File: src/rtl/lde_pkg.sv
// Constants and types shared by the line-draw engine files.
package lde_pkg;
  localparam int ADDR_W = 8;
  localparam int DATA_W = 32;
  localparam int MEM_AW = 32;
  localparam int ACC_W = 12;

  // Register byte addresses.
  localparam logic [ADDR_W-1:0] OFF_CONTROL = 8'h00;
  localparam logic [ADDR_W-1:0] OFF_PATTERN = 8'h04;
  localparam logic [ADDR_W-1:0] OFF_LINE_INIT = 8'h08;
  localparam logic [ADDR_W-1:0] OFF_LINE_INC = 8'h0c;
  localparam logic [ADDR_W-1:0] OFF_STRIDE = 8'h10;
  localparam logic [ADDR_W-1:0] OFF_DEST_PIX = 8'h14;
  localparam logic [ADDR_W-1:0] OFF_SRC_PIX = 8'h18;
  localparam logic [ADDR_W-1:0] OFF_DEST_START = 8'h1c;
  localparam logic [ADDR_W-1:0] OFF_WIDTH = 8'h20;
  localparam logic [ADDR_W-1:0] OFF_HEIGHT = 8'h24;
  localparam logic [ADDR_W-1:0] OFF_FOREGROUND = 8'h28;
  localparam logic [ADDR_W-1:0] OFF_BACKGROUND = 8'h2c;
  localparam logic [ADDR_W-1:0] OFF_STATUS = 8'h30;

  // Control register bits.
  localparam int CTL_ENABLE = 0;
  localparam int CTL_LINE = 1;
  localparam int CTL_XDIR = 2;
  localparam int CTL_YDIR = 3;
  localparam int CTL_BGSEL = 4;
  localparam int CTL_DEPTH_LO = 5;
  localparam int CTL_DEPTH_HI = 7;
  localparam int CTL_IRQEN = 8;
  localparam int CTL_W = 9;

  // Field positions inside other registers.
  localparam int PAT_LAST_LO = 16;
  localparam int PAT_LAST_HI = 19;
  localparam int ACC_X_LO = 0;
  localparam int ACC_Y_LO = 16;
  localparam int POS_FIRST_LO = 0;
  localparam int POS_LAST_LO = 8;
  localparam int POS_W = 5;

  // Pixel depth codes and their widths in bits.
  localparam logic [2:0] DEPTH_4 = 3'h2;
  localparam logic [2:0] DEPTH_8 = 3'h3;
  localparam logic [2:0] DEPTH_16 = 3'h4;
  localparam logic [2:0] DEPTH_32 = 3'h6;
  localparam logic [5:0] BITS_4 = 6'h04;
  localparam logic [5:0] BITS_8 = 6'h08;
  localparam logic [5:0] BITS_16 = 6'h10;
  localparam logic [5:0] BITS_32 = 6'h20;

  localparam logic [3:0] PAT_IDX_FIRST = 4'h0;
  localparam logic [ACC_W-1:0] ACC_ZERO = 12'h000;
  localparam logic [DATA_W-1:0] WORD_ZERO = 32'h0000_0000;

  typedef enum logic [2:0] {
    ST_IDLE = 3'b000,
    ST_READ = 3'b001,
    ST_WRITE = 3'b011,
    ST_STEP = 3'b010,
    ST_DONE = 3'b110
  } lde_state_type;
endpackage

File: src/rtl/lde_pixel_merge.sv
// Inserts one pixel of colour into a 32-bit frame-buffer word.
`timescale 1ns/100ps
`default_nettype none
module lde_pixel_merge (
  input wire logic [lde_pkg::DATA_W-1:0] old_word,
  input wire logic [lde_pkg::DATA_W-1:0] color,
  input wire logic [lde_pkg::POS_W-1:0] bitpos,
  input wire logic [5:0] pix_bits,
  output logic [lde_pkg::DATA_W-1:0] new_word
);
  import lde_pkg::*;

  logic [2*DATA_W-1:0] ones;
  logic [2*DATA_W-1:0] mask;
  logic [2*DATA_W-1:0] shifted;

  always_comb begin
    ones = (64'h1 << pix_bits) - 64'h1;
    mask = ones << bitpos;
    shifted = ({32'h0000_0000, color} & ones) << bitpos;
  end

  // Only the bits of the pixel are replaced; neighbours in the word stay.
  for (genvar i = 0; i < DATA_W; i++) begin : g_bit
    assign new_word[i] = mask[i] ? shifted[i] : old_word[i];
  end
endmodule
`default_nettype wire

File: src/rtl/lde_engine.sv
// Line-draw engine: register file, incremental line walker and frame-buffer access.
//
// Strobed register access and the register addresses were chosen for this implementation.
`timescale 1ns/100ps
`default_nettype none
module lde_engine (
  input wire logic core_clk,
  input wire logic reset,
  input wire logic [lde_pkg::ADDR_W-1:0] reg_addr,
  input wire logic [lde_pkg::DATA_W-1:0] reg_wdata,
  input wire logic reg_write,
  input wire logic reg_read,
  output logic [lde_pkg::DATA_W-1:0] reg_rdata,
  output logic mem_req,
  output logic mem_we,
  output logic [lde_pkg::MEM_AW-1:0] mem_addr,
  output logic [lde_pkg::DATA_W-1:0] mem_wdata,
  input wire logic [lde_pkg::DATA_W-1:0] mem_rdata,
  input wire logic mem_ack,
  output logic done_irq
);
  import lde_pkg::*;

  logic [CTL_W-1:0] engine_control_q;
  logic [15:0] onoff_pattern_q;
  logic [3:0] pattern_last_bit_q;
  logic [ACC_W-1:0] x_accum_init_q;
  logic [ACC_W-1:0] y_accum_init_q;
  logic [ACC_W-1:0] x_step_increment_q;
  logic [ACC_W-1:0] y_step_increment_q;
  logic [MEM_AW-1:0] dest_stride_q;
  logic [POS_W-1:0] dest_first_q;
  logic [POS_W-1:0] dest_last_q;
  logic [POS_W-1:0] src_first_q;
  logic [POS_W-1:0] src_last_q;
  logic [MEM_AW-1:0] dest_start_addr_q;
  logic [ACC_W-1:0] dest_width_q;
  logic [ACC_W-1:0] dest_height_q;
  logic [DATA_W-1:0] foreground_q;
  logic [DATA_W-1:0] background_q;
  lde_state_type state_q;
  logic [ACC_W-1:0] x_acc_q;
  logic [ACC_W-1:0] y_acc_q;
  logic [MEM_AW-1:0] word_addr_q;
  logic [POS_W-1:0] bitpos_q;
  logic [3:0] pat_idx_q;
  logic [ACC_W:0] x_moves_q;
  logic [DATA_W-1:0] old_word_q;
  logic mem_req_q;
  logic mem_we_q;
  logic [MEM_AW-1:0] mem_addr_q;
  logic [DATA_W-1:0] mem_wdata_q;
  logic [DATA_W-1:0] reg_rdata_q;
  logic done_irq_q;
  logic wr_control;
  logic start;
  logic finish;
  logic bg_sel;
  logic x_dir;
  logic y_dir;
  logic paint;
  logic pix_on;
  logic [5:0] pix_bits;
  logic [DATA_W-1:0] pix_color;
  logic [DATA_W-1:0] merged_word;
  logic [ACC_W:0] x_sum;
  logic [ACC_W:0] y_sum;
  logic [5:0] bit_next;
  logic [POS_W-1:0] bitpos_d;
  logic [MEM_AW-1:0] word_addr_d;
  logic [3:0] pat_idx_d;
  logic at_end;
  assign wr_control = reg_write && (reg_addr == OFF_CONTROL);
  assign bg_sel = engine_control_q[CTL_BGSEL];
  assign x_dir = engine_control_q[CTL_XDIR];
  assign y_dir = engine_control_q[CTL_YDIR];
  // A draw begins when software sets enable with line mode selected and the engine is idle.
  assign start = (state_q == ST_IDLE) && engine_control_q[CTL_ENABLE] && engine_control_q[CTL_LINE];
  assign finish = (state_q == ST_DONE);

  always_comb begin
    case (engine_control_q[CTL_DEPTH_HI:CTL_DEPTH_LO])
      DEPTH_4: pix_bits = BITS_4;
      DEPTH_8: pix_bits = BITS_8;
      DEPTH_32: pix_bits = BITS_32;
      default: pix_bits = BITS_16;
    endcase
  end

  assign pix_on = onoff_pattern_q[pat_idx_q];
  // The index register still holds the last line's value at start, so bit 0 is read directly.
  assign paint = onoff_pattern_q[PAT_IDX_FIRST] || bg_sel;
  assign pix_color = pix_on ? foreground_q : background_q;

  lde_pixel_merge u_merge (
    .old_word(old_word_q),
    .color(pix_color),
    .bitpos(bitpos_q),
    .pix_bits(pix_bits),
    .new_word(merged_word)
  );

  always_comb begin
    x_sum = {1'b0, x_acc_q} + {1'b0, x_step_increment_q};
    y_sum = {1'b0, y_acc_q} + {1'b0, y_step_increment_q};
    word_addr_d = word_addr_q;
    bitpos_d = bitpos_q;
    bit_next = 6'h00;
    if (x_sum[ACC_W]) begin
      if (x_dir) begin
        bit_next = {1'b0, bitpos_q} + pix_bits;
        if (bit_next >= BITS_32) begin
          bit_next = bit_next - BITS_32;
          word_addr_d = word_addr_d + 32'h0000_0001;
        end
      end else begin
        if ({1'b0, bitpos_q} < pix_bits) begin
          bit_next = {1'b0, bitpos_q} + BITS_32 - pix_bits;
          word_addr_d = word_addr_d - 32'h0000_0001;
        end else begin
          bit_next = {1'b0, bitpos_q} - pix_bits;
        end
      end
      bitpos_d = bit_next[POS_W-1:0];
    end
    if (y_sum[ACC_W]) begin
      if (y_dir) begin
        word_addr_d = word_addr_d + dest_stride_q;
      end else begin
        word_addr_d = word_addr_d - dest_stride_q;
      end
    end
    pat_idx_d = (pat_idx_q == pattern_last_bit_q) ? PAT_IDX_FIRST : pat_idx_q + 4'h1;
  end

  // The last pixel is the one reached after width plus one horizontal moves.
  assign at_end = (x_moves_q == ({1'b0, dest_width_q} + 13'h0001));

  // Register writes; the engine's own clear of enable yields to a software write.
  always_ff @(posedge core_clk or posedge reset) begin
    if (reset) begin
      engine_control_q <= '0;
    end else if (wr_control) begin
      engine_control_q <= reg_wdata[CTL_W-1:0];
    end else if (finish) begin
      engine_control_q[CTL_ENABLE] <= 1'b0;
    end else if (state_q == ST_IDLE && engine_control_q[CTL_ENABLE] && !engine_control_q[CTL_LINE]) begin
      engine_control_q[CTL_ENABLE] <= 1'b0;
    end
  end

  always_ff @(posedge core_clk or posedge reset) begin
    if (reset) begin
      onoff_pattern_q <= 16'h0000;
      pattern_last_bit_q <= 4'h0;
      x_accum_init_q <= ACC_ZERO;
      y_accum_init_q <= ACC_ZERO;
      x_step_increment_q <= ACC_ZERO;
      y_step_increment_q <= ACC_ZERO;
      dest_stride_q <= WORD_ZERO;
      dest_first_q <= '0;
      dest_last_q <= '0;
      src_first_q <= '0;
      src_last_q <= '0;
      dest_start_addr_q <= WORD_ZERO;
      dest_width_q <= ACC_ZERO;
      dest_height_q <= ACC_ZERO;
      foreground_q <= WORD_ZERO;
      background_q <= WORD_ZERO;
    end else if (reg_write) begin
      case (reg_addr)
        OFF_PATTERN: begin
          onoff_pattern_q <= reg_wdata[15:0];
          pattern_last_bit_q <= reg_wdata[PAT_LAST_HI:PAT_LAST_LO];
        end
        OFF_LINE_INIT: begin
          x_accum_init_q <= reg_wdata[ACC_X_LO +: ACC_W];
          y_accum_init_q <= reg_wdata[ACC_Y_LO +: ACC_W];
        end
        OFF_LINE_INC: begin
          x_step_increment_q <= reg_wdata[ACC_X_LO +: ACC_W];
          y_step_increment_q <= reg_wdata[ACC_Y_LO +: ACC_W];
        end
        OFF_STRIDE: dest_stride_q <= reg_wdata;
        OFF_DEST_PIX: begin
          dest_first_q <= reg_wdata[POS_FIRST_LO +: POS_W];
          dest_last_q <= reg_wdata[POS_LAST_LO +: POS_W];
        end
        OFF_SRC_PIX: begin
          src_first_q <= reg_wdata[POS_FIRST_LO +: POS_W];
          src_last_q <= reg_wdata[POS_LAST_LO +: POS_W];
        end
        OFF_DEST_START: dest_start_addr_q <= reg_wdata;
        OFF_WIDTH: dest_width_q <= reg_wdata[ACC_W-1:0];
        OFF_HEIGHT: dest_height_q <= reg_wdata[ACC_W-1:0];
        OFF_FOREGROUND: foreground_q <= reg_wdata;
        OFF_BACKGROUND: background_q <= reg_wdata;
        default: ;
      endcase
    end
  end

  // Read data stands in the cycle after the read strobe; unmapped addresses read zero.
  always_ff @(posedge core_clk or posedge reset) begin
    if (reset) begin
      reg_rdata_q <= WORD_ZERO;
    end else if (reg_read) begin
      case (reg_addr)
        OFF_CONTROL: reg_rdata_q <= {23'h000000, engine_control_q};
        OFF_PATTERN: reg_rdata_q <= {12'h000, pattern_last_bit_q, onoff_pattern_q};
        OFF_LINE_INIT: reg_rdata_q <= {4'h0, y_accum_init_q, 4'h0, x_accum_init_q};
        OFF_LINE_INC: reg_rdata_q <= {4'h0, y_step_increment_q, 4'h0, x_step_increment_q};
        OFF_STRIDE: reg_rdata_q <= dest_stride_q;
        OFF_DEST_PIX: reg_rdata_q <= {19'h00000, dest_last_q, 3'h0, dest_first_q};
        OFF_SRC_PIX: reg_rdata_q <= {19'h00000, src_last_q, 3'h0, src_first_q};
        OFF_DEST_START: reg_rdata_q <= dest_start_addr_q;
        OFF_WIDTH: reg_rdata_q <= {20'h00000, dest_width_q};
        OFF_HEIGHT: reg_rdata_q <= {20'h00000, dest_height_q};
        OFF_FOREGROUND: reg_rdata_q <= foreground_q;
        OFF_BACKGROUND: reg_rdata_q <= background_q;
        OFF_STATUS: reg_rdata_q <= word_addr_q;
        default: reg_rdata_q <= WORD_ZERO;
      endcase
    end else begin
      reg_rdata_q <= WORD_ZERO;
    end
  end

  always_ff @(posedge core_clk or posedge reset) begin
    if (reset) begin
      state_q <= ST_IDLE;
    end else begin
      case (state_q)
        ST_IDLE: if (start) state_q <= paint ? ST_READ : ST_STEP;
        ST_READ: if (mem_req_q && mem_ack) state_q <= ST_WRITE;
        ST_WRITE: if (mem_req_q && mem_ack) state_q <= ST_STEP;
        ST_STEP: begin
          if (at_end) begin
            state_q <= ST_DONE;
          end else if (onoff_pattern_q[pat_idx_d] || bg_sel) begin
            state_q <= ST_READ;
          end
        end
        ST_DONE: state_q <= ST_IDLE;
        default: state_q <= ST_IDLE;
      endcase
    end
  end

  always_ff @(posedge core_clk or posedge reset) begin
    if (reset) begin
      x_acc_q <= ACC_ZERO;
      y_acc_q <= ACC_ZERO;
      word_addr_q <= WORD_ZERO;
      bitpos_q <= '0;
      pat_idx_q <= PAT_IDX_FIRST;
      x_moves_q <= '0;
    end else if (start) begin
      x_acc_q <= x_accum_init_q;
      y_acc_q <= y_accum_init_q;
      word_addr_q <= dest_start_addr_q;
      bitpos_q <= dest_first_q;
      pat_idx_q <= PAT_IDX_FIRST;
      x_moves_q <= '0;
    end else if (state_q == ST_STEP && !at_end) begin
      x_acc_q <= x_sum[ACC_W-1:0];
      y_acc_q <= y_sum[ACC_W-1:0];
      word_addr_q <= word_addr_d;
      bitpos_q <= bitpos_d;
      pat_idx_q <= pat_idx_d;
      x_moves_q <= x_moves_q + {12'h000, x_sum[ACC_W]};
    end
  end

  // Memory master: request held until acknowledged.
  always_ff @(posedge core_clk or posedge reset) begin
    if (reset) begin
      mem_req_q <= 1'b0;
      mem_we_q <= 1'b0;
      mem_addr_q <= WORD_ZERO;
      mem_wdata_q <= WORD_ZERO;
      old_word_q <= WORD_ZERO;
    end else if (mem_req_q) begin
      if (mem_ack) begin
        mem_req_q <= 1'b0;
        if (!mem_we_q) begin
          old_word_q <= mem_rdata;
        end
      end
    end else if (state_q == ST_READ) begin
      mem_req_q <= 1'b1;
      mem_we_q <= 1'b0;
      mem_addr_q <= word_addr_q;
    end else if (state_q == ST_WRITE) begin
      mem_req_q <= 1'b1;
      mem_we_q <= 1'b1;
      mem_wdata_q <= merged_word;
    end
  end

  always_ff @(posedge core_clk or posedge reset) begin
    if (reset) begin
      done_irq_q <= 1'b0;
    end else begin
      done_irq_q <= finish && engine_control_q[CTL_IRQEN];
    end
  end

  assign reg_rdata = reg_rdata_q;
  assign mem_req = mem_req_q;
  assign mem_we = mem_we_q;
  assign mem_addr = mem_addr_q;
  assign mem_wdata = mem_wdata_q;
  assign done_irq = done_irq_q;
endmodule
`default_nettype wire

File: config.mk
export PLATFORM = sky130hd
export DESIGN_NAME = lde_engine
export DESIGN_NICKNAME = d
export VERILOG_FILES = /design/src/rtl/lde_pkg.sv /design/src/rtl/lde_pixel_merge.sv /design/src/rtl/lde_engine.sv
export SDC_FILE = /design/constraint.sdc
export NUM_CORES = 1
export LEC_CHECK = 0
export BUFFER_PORTS_ARGS = -buffer_cell sky130_fd_sc_hd__buf_2
export CORE_MARGIN = 1
export CORE_UTILIZATION = 31
export DETAILED_ROUTE_END_ITERATION = 16
export MAX_ROUTING_LAYER = met4
export PLACE_DENSITY = 0.52
export SYNTH_ARGS = -nofsm -noshare
export SYNTH_HDL_FRONTEND = slang
export SYNTH_SLANG_ARGS = --single-unit
File: constraint.sdc
create_clock -name core_clk -period 22.8 [get_ports core_clk]
set_input_delay 4.56 -clock core_clk [delete_from_list [all_inputs] [get_ports core_clk]]
set_output_delay 4.56 -clock core_clk [all_outputs]
set_load 0.02 [all_outputs]
Word-level counts from Yosys, hierarchy flattened --
Cells that the tools add are included.
Operators by class: $add $sub $neg 15, multiply operators 0, divide/modulo/power cells 0, $lt $le $gt $ge 4, equality and inequality tests 25, shifts and indexed selects 3, muxes and demuxes 79, bitwise operators 4, reduce and logical (&&, ||, !) cells 34
Operators by type and width (count):
- $pmux W32 S13 | 1
- $mux W32 | 10
- $shl A64 B5 Y32 | 2
- $and A32 B64 Y64 | 1
- $shl A1 B6 Y64 const A | 1
- $sub A64 B1 Y64 const B | 1
- $mux W12 | 4
- $mux W1 | 43
- $eq A8 B6 Y1 const B | 5
- $add A32 B1 Y32 const B | 1
- $add A32 B32 Y32 | 1
- $eq A8 B5 Y1 const B | 4
- $sub A32 B1 Y32 const B | 1
- $sub A32 B32 Y32 | 1
- $mux W5 | 6
- $reduce_and A2 Y1 | 14
- $add A12 B12 Y13 | 2
- $mux W13 | 2
- $pmux W6 S3 | 1
- $eq A8 B4 Y1 const B | 2
- $mux W3 | 5
- $add A12 B1 Y13 const B | 1
- $add A13 B1 Y13 | 1
- $eq A13 B13 Y1 | 1
- other kinds (29) | 53
Storage, ports and cells: register bits 461, bits in latches 0, memory bits (writable) 0, ROM bits 0, input port bits 77, logic and storage cells 196, memories 0

Depth between registers and ports, before layout --
Gate-level depths: netlist of the first run.
depth in word-level cells 12, mapped depth 25, depth with buffers taken out 24

Modules after synthesis --
A second synthesis of the first run with hierarchy kept.
Unflattened totals: cell total of the unflattened synthesis 3008, area total of the unflattened synthesis 29991.3 µm²
Modules (own cells, without submodules):
- lde_engine | times used 1, cells each 2226, area an instance 24751.2 µm², seq. area each 11536.1 µm²
- lde_pixel_merge | times used 1, cells each 782, area an instance 5240.0 µm², seq. area each 0.0 µm²

Least setup slack after synthesis of the first run --
Ideal clock, no wire load.
path kind input -> register, from in reg_addr[5] (netlist bit), to reg reg_rdata_q[23] (netlist: reg_rdata[23]), setup time 0.082 ns, data arrival time 6.031 ns, path slack 16.687 ns, stages on the path 7, buffers on the path 2, path through nor3_1 nand2_1 nor2_1 clkbuf_1 buf_1 a22oi_1 a31oi_1
Between the ends: word-level cells in the longest chain between the ends 3, elaborated cells between the ends (all ways) 15, those cells by class eq/ne (12); mux (2); reduce/logical (1)
RTL lines:
- start: declaration | line lde_engine.sv:9 | input wire logic [lde_pkg::ADDR_W-1:0] reg_addr,
- $eq A8 B6 Y1 (tied with other cells) | line lde_engine.sv:208 | case (reg_addr)
- $pmux W32 S13 (*) | line lde_engine.sv:208
- $mux W32 (*) | line lde_engine.sv:207 | end else if (reg_read) begin
- end signal: assignment | line lde_engine.sv:209 | OFF_CONTROL: reg_rdata_q <= {23'h000000, engine_control_q};
- end signal: assignment | line lde_engine.sv:210 | OFF_PATTERN: reg_rdata_q <= {12'h000, pattern_last_bit_q, onoff_pattern_q};
- end signal: assignment | line lde_engine.sv:211 | OFF_LINE_INIT: reg_rdata_q <= {4'h0, y_accum_init_q, 4'h0, x_accum_init_q};
- end: declaration | line lde_engine.sv:53 | logic [DATA_W-1:0] reg_rdata_q;
Mark *: on every way between the ends. The rest lies on a longest branch, timed or not. A chain may end at the register's enable or synchronous reset.

Worst setup path after layout of the first run --
from reg engine_control_q[7], to reg word_addr_q[31]
Between the ends: word-level cells in the longest chain between the ends 12, elaborated cells between the ends (all ways) 17, those cells by class add/sub (3); order compare (2); eq/ne (3); mux (9)
RTL lines:
- start: declaration | line lde_engine.sv:24 | logic [CTL_W-1:0] engine_control_q;
- start signal: assignment | line lde_engine.sv:144 | engine_control_q <= reg_wdata[CTL_W-1:0];
- $eq A3 B3 Y1 / $eq A3 B2 Y1 (equally long branches) | line lde_engine.sv:82 | case (engine_control_q[CTL_DEPTH_HI:CTL_DEPTH_LO])
- $pmux W6 S3 (*) | line lde_engine.sv:82
- $add A5 B6 Y6 | line lde_engine.sv:111 | bit_next = {1'b0, bitpos_q} + pix_bits;
- $ge A6 B6 Y1 | line lde_engine.sv:112 | if (bit_next >= BITS_32) begin
- $mux W32 | line lde_engine.sv:112
- $mux W32 (*) | line lde_engine.sv:110 | if (x_dir) begin
- $mux W32 (*) | line lde_engine.sv:109 | if (x_sum[ACC_W]) begin
- $sub A32 B32 Y32 / $add A32 B32 Y32 (equally long branches) | line lde_engine.sv:130, lde_engine.sv:128
- $mux W32 | line lde_engine.sv:127 | if (y_dir) begin
- $mux W32 (*) | line lde_engine.sv:126 | if (y_sum[ACC_W]) begin
- $mux W32 (*) | line lde_engine.sv:265 | end else if (state_q == ST_STEP && !at_end) begin
- $mux W32 (*) | line lde_engine.sv:258 | end else if (start) begin
- end signal: assignment | line lde_engine.sv:261 | word_addr_q <= dest_start_addr_q;
- end signal: assignment | line lde_engine.sv:268 | word_addr_q <= word_addr_d;
- end: declaration | line lde_engine.sv:44 | logic [MEM_AW-1:0] word_addr_q;
Mark *: on every way between the ends. The rest lies on a longest branch, timed or not. The select of a mux whose other input is x is not followed.

==> results of run 1 <==
-- cell families after synthesis --
logic type      Yosys count  synth area share (%)
flops                   461                  41.9
fa+ha+maj                75                  3.54
buf+inv                 255                  3.67
mux                     409                  17.3
xor+xnor                126                  4.01
other cells               1                0.0136
simple gates            689                  11.7
compound gates          723                  17.9
-- layer usage --
metal / wire, um / part of all wire, % / GRT usage (%)
met3: 7200 / 7.2 / 3.66
met2: 44300 / 44 / 33.6
met1: 46700 / 46 / 32.3
met5: 0 / 0 / -
met4: 2400 / 2.4 / 5.65
-- cell usage in the layout (no fill, tap or decap), drive strengths merged, types with 23 or more instances in the layout --
cell type,netlist,final
a31oi,56,56
buf,41,228
inv,58,60
mux2i,72,72
mux4,23,23
mux2,314,314
a22oi,101,101
dfrtp,461,461
clkbuf,156,74
and3,25,25
nor2,189,189
xnor2,61,61
nand3,73,73
nand2,205,205
ha,70,70
xor2,65,65
a221oi,34,34
nor3,60,60
a21oi,144,144
o21ai,155,155
-- area by class of cell --
class / instances / area share, %
clock inverters: 18 / 0.657
repair buffers: 228 / 4.08
multi-input cells: 2023 / 48.2
well taps: 1155 / 4.63
flip-flops and latches: 461 / 37.0
diodes: 3 / 0.0240
clock buffers: 74 / 4.72
inverters: 58 / 0.721
-- worst paths after layout --
kind                                               endpoint  slack (ns)
worst max-delay path            word_addr_q[31]$_DFFE_PP0N_       15.95
worst min-delay path               mem_wdata[1]$_DFFE_PP0P_        0.47
worst max register to register  word_addr_q[31]$_DFFE_PP0N_       15.95
worst min register to register     mem_wdata[1]$_DFFE_PP0P_        0.47
max in group asynchronous           reg_rdata[25]$_DFF_PP0_       16.32
min in group asynchronous          x_moves_q[7]$_DFFE_PP0N_        4.10
-- through the flow --
stage,setup slack (ns),power [mW],utilization (%)
2_1_floorplan,5.39,1.87,-
3_3_place_gp,15.48,2.21,33.8
3_5_place_dp,15.45,2.21,33.8
4_1_cts,16.14,3.07,35.7
5_1_grt,15.35,3.23,35.7
6_report,15.95,3.05,35.7
-- power by group through the flow --
| stage | combinational, mW | sequential [mW] | clock (mW) |
|---|---|---|---|
| after floorplan | 0.794 | 1.08 | 0 |
| after global placement | 1.10 | 1.11 | 0 |
| after detailed placement | 1.10 | 1.11 | 0 |
| after CTS | 1.11 | 1.10 | 0.864 |
| after global routing | 1.22 | 1.11 | 0.896 |
| final | 1.11 | 1.10 | 0.845 |
-- critical path, delay by kind of cell, from the launching register on --
family	cells	cell delay, ns
AOI/OAI and AO/OA	9	2.94
adders and majority gates	3	0.78
and+or+nand+nor	7	2.20
xor gates and xnor gates	2	0.39
DFF	1	0.44
-- sequential cells by signal, summed over array words and instances (netlist names), 32 cells and up --
| signal | count |
|---|---|
| foreground_q | 32 |
| background_q | 32 |
| reg_rdata | 32 |
| mem_wdata | 32 |
| mem_addr | 32 |
| word_addr_q | 32 |
| dest_start_addr_q | 32 |
| dest_stride_q | 32 |
| old_word_q | 32 |
==> flow_summary_export.csv, run 1 <==
group,metric,value,unit
floorplan,core_area,87400,sq um
power,p_leak,14.4,nW
layout,syn2layout_area_growth,13.4,%
worst_setup_path,slowest_delay,0.75,ns
place,dpl.hpwl,72.3,mm
synth,netlist_top_cells_count,"dfrtp_1, mux2_2, nand2_1",
routing,via_per_inst,5.75,
status,status,"complete, no violations",
synth,netlist_instances,2739,
synth,ys_seq_area_share,41.9,%
clocking,cts_num_sinks,461,
floorplan,floorplan.initialDensity,31.5,%
clocking,cts_made_buffers,52,
place,place_inst,3925,
clocking,ctsHoldBuffers,0,
routing,drtIter0Drc,2027,
global_routing,grt_max_degree,109,
routing,drt_wl_total,101,mm
timing,slew_violations,0,
timing,finalSetupViolations,0,
clocking,htree_levels,2,
floorplan,rows,108,
timing,whs,0.475,ns
layout,multi_input_area,15100,sq um
synth,yosysWarnings,0,
worst_setup_path,startpoint_type,"flop",
power,power.switching,1.20,mW
timing,slew_headroom,33.2,%
floorplan,chipWidth,300,um
synth,synth_most_common_cell,"dfrtp_1",
clocking,clk_pin_slew,0.07,ns
global_routing,grt_pass1_vias,22600,
worst_setup_path,critical_path.cell_chain,"nand2b_1, nor2_1, ha_1, fa_1, nor2b_1, o21ai_1, nand4_1, nor3_1, o21ai_0, xnor2_1, ha_1, a21oi_1, nand2_1, o31a_1, a311oi_1, o21ai_0, a211o_1, a21oi_1, xor2_1, a211oi_1, nand3b_1",
synth,synth.avg_cell_area,10.1,sq um
timing,rsz0062_at_grt,"no",
place,place_congestion,0.928,
clocking,cts_buffer_depth,3,
clocking,clk_latency,0.64,ns
place,io_buffers,175,
clocking,cts_tree,"done",
layout,ff_latch_area,11500,sq um
floorplan,io_pins,176,
timing,fmax,146,MHz
synth,ys_top_cells_by_area,"dfrtp_1, mux2_2, ha_1, nand2_1, a22oi_1",
floorplan,die_h,300,um
hold_path,min_path_cells,2,
routing,firstDrtPassIters,6,
synth,ys_ff_latch,461,
global_routing,grt_antenna_before_repair,6,
power,power_frac_clock,27.7,%
power,p_seq_share,36.0,%
worst_setup_path,cp.arrival,7.36,ns
worst_setup_path,r2r_start,"engine_control_q[7]$_DFFE_PP0P_",
power,vdd_drop_max,0.0665,mV
synth,synth.distinct_cells,83,
synth,synth-edff-count,0,
power,p_int,1.85,mW
worst_setup_path,crit_required,23.31,ns
global_routing,grtUsageTotal,22.8,%
layout,drive_gt1_share,23.8,%
timing,tightest_slew,0.993,ns
layout,fillers,8897,
hold_path,holdCritStartpoint,"mem_wdata[1]$_DFFE_PP0P_",
clocking,postCtsResizedCells,0,
timing,hold_violations,0,
hold_path,holdCritPathClass,"flop to flop",
synth,synth_top_area_share,41.9,%
floorplan,dieArea,90100,sq um
clocking,cts_root_buf,"clkbuf_16",
synth,ys.flop_type,"dfrtp_1",
routing,post-route-drc-count,0,
timing,fin_crit_sh,30.1,%
routing,vias,23100,
synth,synthArstFlopShare,100,%
timing,fin_worst_skew,0.0423,ns
timing,period_needed,6.85,ns
clocking,post_cts_buffers,0,
worst_setup_path,cp-startpoint,"engine_control_q[7]$_DFFE_PP0P_",
synth,syn_area,27500,sq um
worst_setup_path,rr_worst_depth,21,
power,pwr_density_cell,97.8,nW/um^2
power,p_sw_share,39.3,%
routing,wl_per_cell,25.0,um
worst_setup_path,endpoint_kind,"flop",
worst_setup_path,crit_path_top_delay_cell,"o21ai_1",
worst_setup_path,critPathKind,"flop to flop",
layout,fin_area,31200,sq um
job,cap_violations,0,
global_routing,grt_remaining_overflow,0,
worst_setup_path,crit_path_max_fanout,17,
timing,fin_setup_tns,0,ns
global_routing,grt_pass1_wl,152,mm
place,place_area,29500,sq um
layout,layout.nets,2976,
power,power_frac_comb,36.3,%
routing,ant_nets,0,
layout,stdcell_count,4020,
synth,yosys.area.top_type,"dfrtp_1",
synth,syn_nets,2891,
Note: power is estimated with default switching activity, not from simulation.
==> run 2: changes to the inputs <==
- ABC_AREA: default -> 1
- clock period: 22.8 -> 7 ns (I/O delays scaled with it)
==> run 2 against run 1 <==
Sequential share of layout area down 1.4 points. Clock skew down 0.024 ns. Sequential power rose to 3.2 times the previous value. Largest power group unchanged. Power rose to 3.6 times the previous value. First-iteration DRC count up 51%.
==> flow_summary_export.csv, run 2 <==
group,metric,value,unit
worst_setup_path,startpoint_type,"flop",
synth,synth.distinct_cells,57,
routing,post-route-drc-count,0,
floorplan,dieArea,93000,sq um
status,status,"complete, no violations",
routing,drtIter0Drc,3054,
synth,ys_ff_latch,461,
synth,netlist_top_cells_count,"nand2_1, dfrtp_1, o21ai_0",
synth,synth_top_area_share,40.6,%
global_routing,grt_max_degree,154,
timing,period_needed,5.56,ns
place,io_buffers,175,
global_routing,grt_pass1_wl,180,mm
worst_setup_path,endpoint,"word_addr_q[22]$_DFFE_PP0N_",
synth,yosys.area.top_type,"dfrtp_1",
worst_setup_path,critPathKind,"flop to flop",
floorplan,chipWidth,305,um
global_routing,grt_antenna_before_repair,8,
synth,syn_area,28400,sq um
worst_setup_path,cpMostUsedCell,"nand2_1",
worst_setup_path,crit_path_max_fanout,32,
routing,firstDrtPassIters,6,
timing,tightest_slew,1.12,ns
clocking,cts_root_buf,"clkbuf_16",
clocking,clk_pin_slew,0.06,ns
place,place_congestion,0.981,
layout,drive_gt1_share,9.86,%
clocking,htree_levels,2,
worst_setup_path,cp-startpoint,"engine_control_q[5]$_DFFE_PP0P_",
worst_setup_path,cp.arrival,6.07,ns
place,dpl.hpwl,90.5,mm
layout,stdcell_count,5224,
place,place_inst,5116,
timing,fin_setup_tns,0,ns
worst_setup_path,r2r_slack,1.44,ns
synth,synth_most_common_cell,"nand2_1",
timing,finalSetupViolations,0,
synth,synth.avg_cell_area,7.28,sq um
clocking,post_cts_buffers,0,
timing,rsz0062_at_grt,"no",
power,p_leak,15.6,nW
global_routing,grtUsageTotal,26.5,%
layout,finish.utilization,35.9,%
worst_setup_path,slowest_delay,0.50,ns
routing,vias,28000,
worst_setup_path,endpoint_kind,"flop",
hold_path,holdCritPathClass,"flop to flop",
timing,slew_violations,0,
synth,yosysWarnings,0,
synth,netlist_instances,3910,
clocking,cts_tree,"done",
timing,fin_worst_skew,0.0181,ns
routing,wl_per_cell,23.2,um
worst_setup_path,r2r-end,"word_addr_q[22]$_DFFE_PP0N_",
layout,syn2layout_area_growth,14.0,%
floorplan,floorplan.initialDensity,31.5,%
worst_setup_path,r2r_start,"engine_control_q[5]$_DFFE_PP0P_",
synth,synth-edff-count,0,
layout,layout.nets,4152,
power,vdd_drop_max,0.186,mV
clocking,cts_num_sinks,461,
floorplan,die_h,305,um
worst_setup_path,crit_path_top_delay_cell,"o21ai_0",
layout,final_common_cell,"nand2_1",
floorplan,core_area,90400,sq um
clocking,cts_made_buffers,58,
routing,ant_nets,0,
synth,ys_seq_area_share,40.6,%
timing,whs,0.466,ns
clocking,clk_latency,0.63,ns
synth,ys_top_cells_by_area,"dfrtp_1, nand2_1, o21ai_0, nand3_1, inv_1",
synth,synthArstFlopShare,100,%
layout,final_cell_mix,"nand2_1, dfrtp_1, o21ai_0",
job,cap_violations,0,
power,pwr_density_cell,339,nW/um^2
clocking,postCtsResizedCells,0,
global_routing,grt_remaining_overflow,0,
timing,fin_crit_sh,79.4,%
timing,hold_violations,0,
floorplan,io_pins,176,
routing,drt_wl_total,121,mm
routing,via_per_inst,5.37,
worst_setup_path,rr_worst_depth,30,
global_routing,grt_pass1_vias,26600,
worst_setup_path,crit_required,7.51,ns
synth,ys.flop_type,"dfrtp_1",
clocking,cts_buffer_depth,3,
clocking,ctsHoldBuffers,0,
timing,slew_headroom,24.8,%
synth,syn_nets,4062,
floorplan,rows,110,
timing,fmax,180,MHz
## run 2: cell types whose count changed after synthesis, sizes merged, moves of 29 or more
cell and change:
nand2 +907, inv +320, o21ai +313, mux2 -287, nand3 +263, a22oi -101, mux2i -72, nor2 +61
xnor2 -46, a31oi -37, xor2 +37, a21oi -32, o211ai +29
## run 2: stage by stage
| stage | power [mW] | area (sq um) | worst slack, ns |
|---|---|---|---|
| after floorplan | 6.30 | 28500 | -0.639 |
| after global placement | 7.84 | 30500 | 1.59 |
| after detailed placement | 7.84 | 30500 | 1.50 |
| after CTS | 11.0 | 32400 | 1.48 |
| after global routing | 11.6 | 32400 | 0.728 |
| final | 11.0 | 32400 | 1.44 |
## run 2: report_power, final
part           switching [mW]  internal, mW  total [mW]  leakage (nW)
logic                    3.06          1.31        4.37          8.38
clock network            1.27          1.86        3.13         0.961
registers               0.390          3.10        3.49          6.24
## run 2: cell type report
cell class | count | area, sq um
Fill cell | 9642 | 58000
Clock inverter | 26 | 310
Multi-Input combinational cell | 2868 | 14700
Tap cell | 1176 | 1470
Antenna cell | 1 | 2.50
Timing Repair Buffer | 225 | 1290
Sequential cell | 461 | 11500
Clock buffer | 81 | 1650
Inverter | 386 | 1450
## run 2: per-layer routing
| metal | track usage (%) | wire (um) | vias to the layer above |
|---|---|---|---|
| li1 | - | - | 13200 |
| met1 | 36.2 | 54500 | 13600 |
| met2 | 41.4 | 55900 | 1069 |
| met3 | 2.49 | 7220 | 176 |
| met4 | 8.19 | 3780 | 0 |
| met5 | - | 0 | - |
## run 2: how the worst min path moves through the flow
stage / from / endpoint / slack [ns] / cells past startpoint
2_1_floorplan: background_q[10]$_DFFE_PP0P_ / background_q[10]$_DFFE_PP0P_ / 0.45 / 2
3_3_place_gp: mem_addr[16]$_DFFE_PP0P_ / mem_addr[16]$_DFFE_PP0P_ / 0.45 / 2
3_5_place_dp: mem_addr[4]$_DFFE_PP0P_ / mem_addr[4]$_DFFE_PP0P_ / 0.46 / 2
4_1_cts: mem_addr[5]$_DFFE_PP0P_ / mem_addr[5]$_DFFE_PP0P_ / 0.47 / 2
5_1_grt: mem_addr[16]$_DFFE_PP0P_ / mem_addr[16]$_DFFE_PP0P_ / 0.48 / 2
6_report: mem_addr[5]$_DFFE_PP0P_ / mem_addr[5]$_DFFE_PP0P_ / 0.47 / 2
## run 2: cells by family after synthesis
logic type,Yosys count,share of synthesized area [%]
adder cells (fa/ha/maj),75,3.43
multiplexers,27,1.07
buffers and inverters,581,7.87
other,1,0.0132
AO/OA/AOI/OAI,806,16.4
XOR/XNOR,117,3.60
flip-flops,461,40.6
AND/OR/NAND/NOR,1842,27.1
## run 2: critical path, delay by kind of cell (launching register included)
family | cells | cell delay, ns
AO/OA/AOI/OAI | 7 | 1.65
adder cells (fa/ha/maj) | 2 | 0.58
AND/OR/NAND/NOR | 13 | 1.74
XOR/XNOR | 1 | 0.19
buffers and inverters | 7 | 0.88
flip-flops | 1 | 0.39
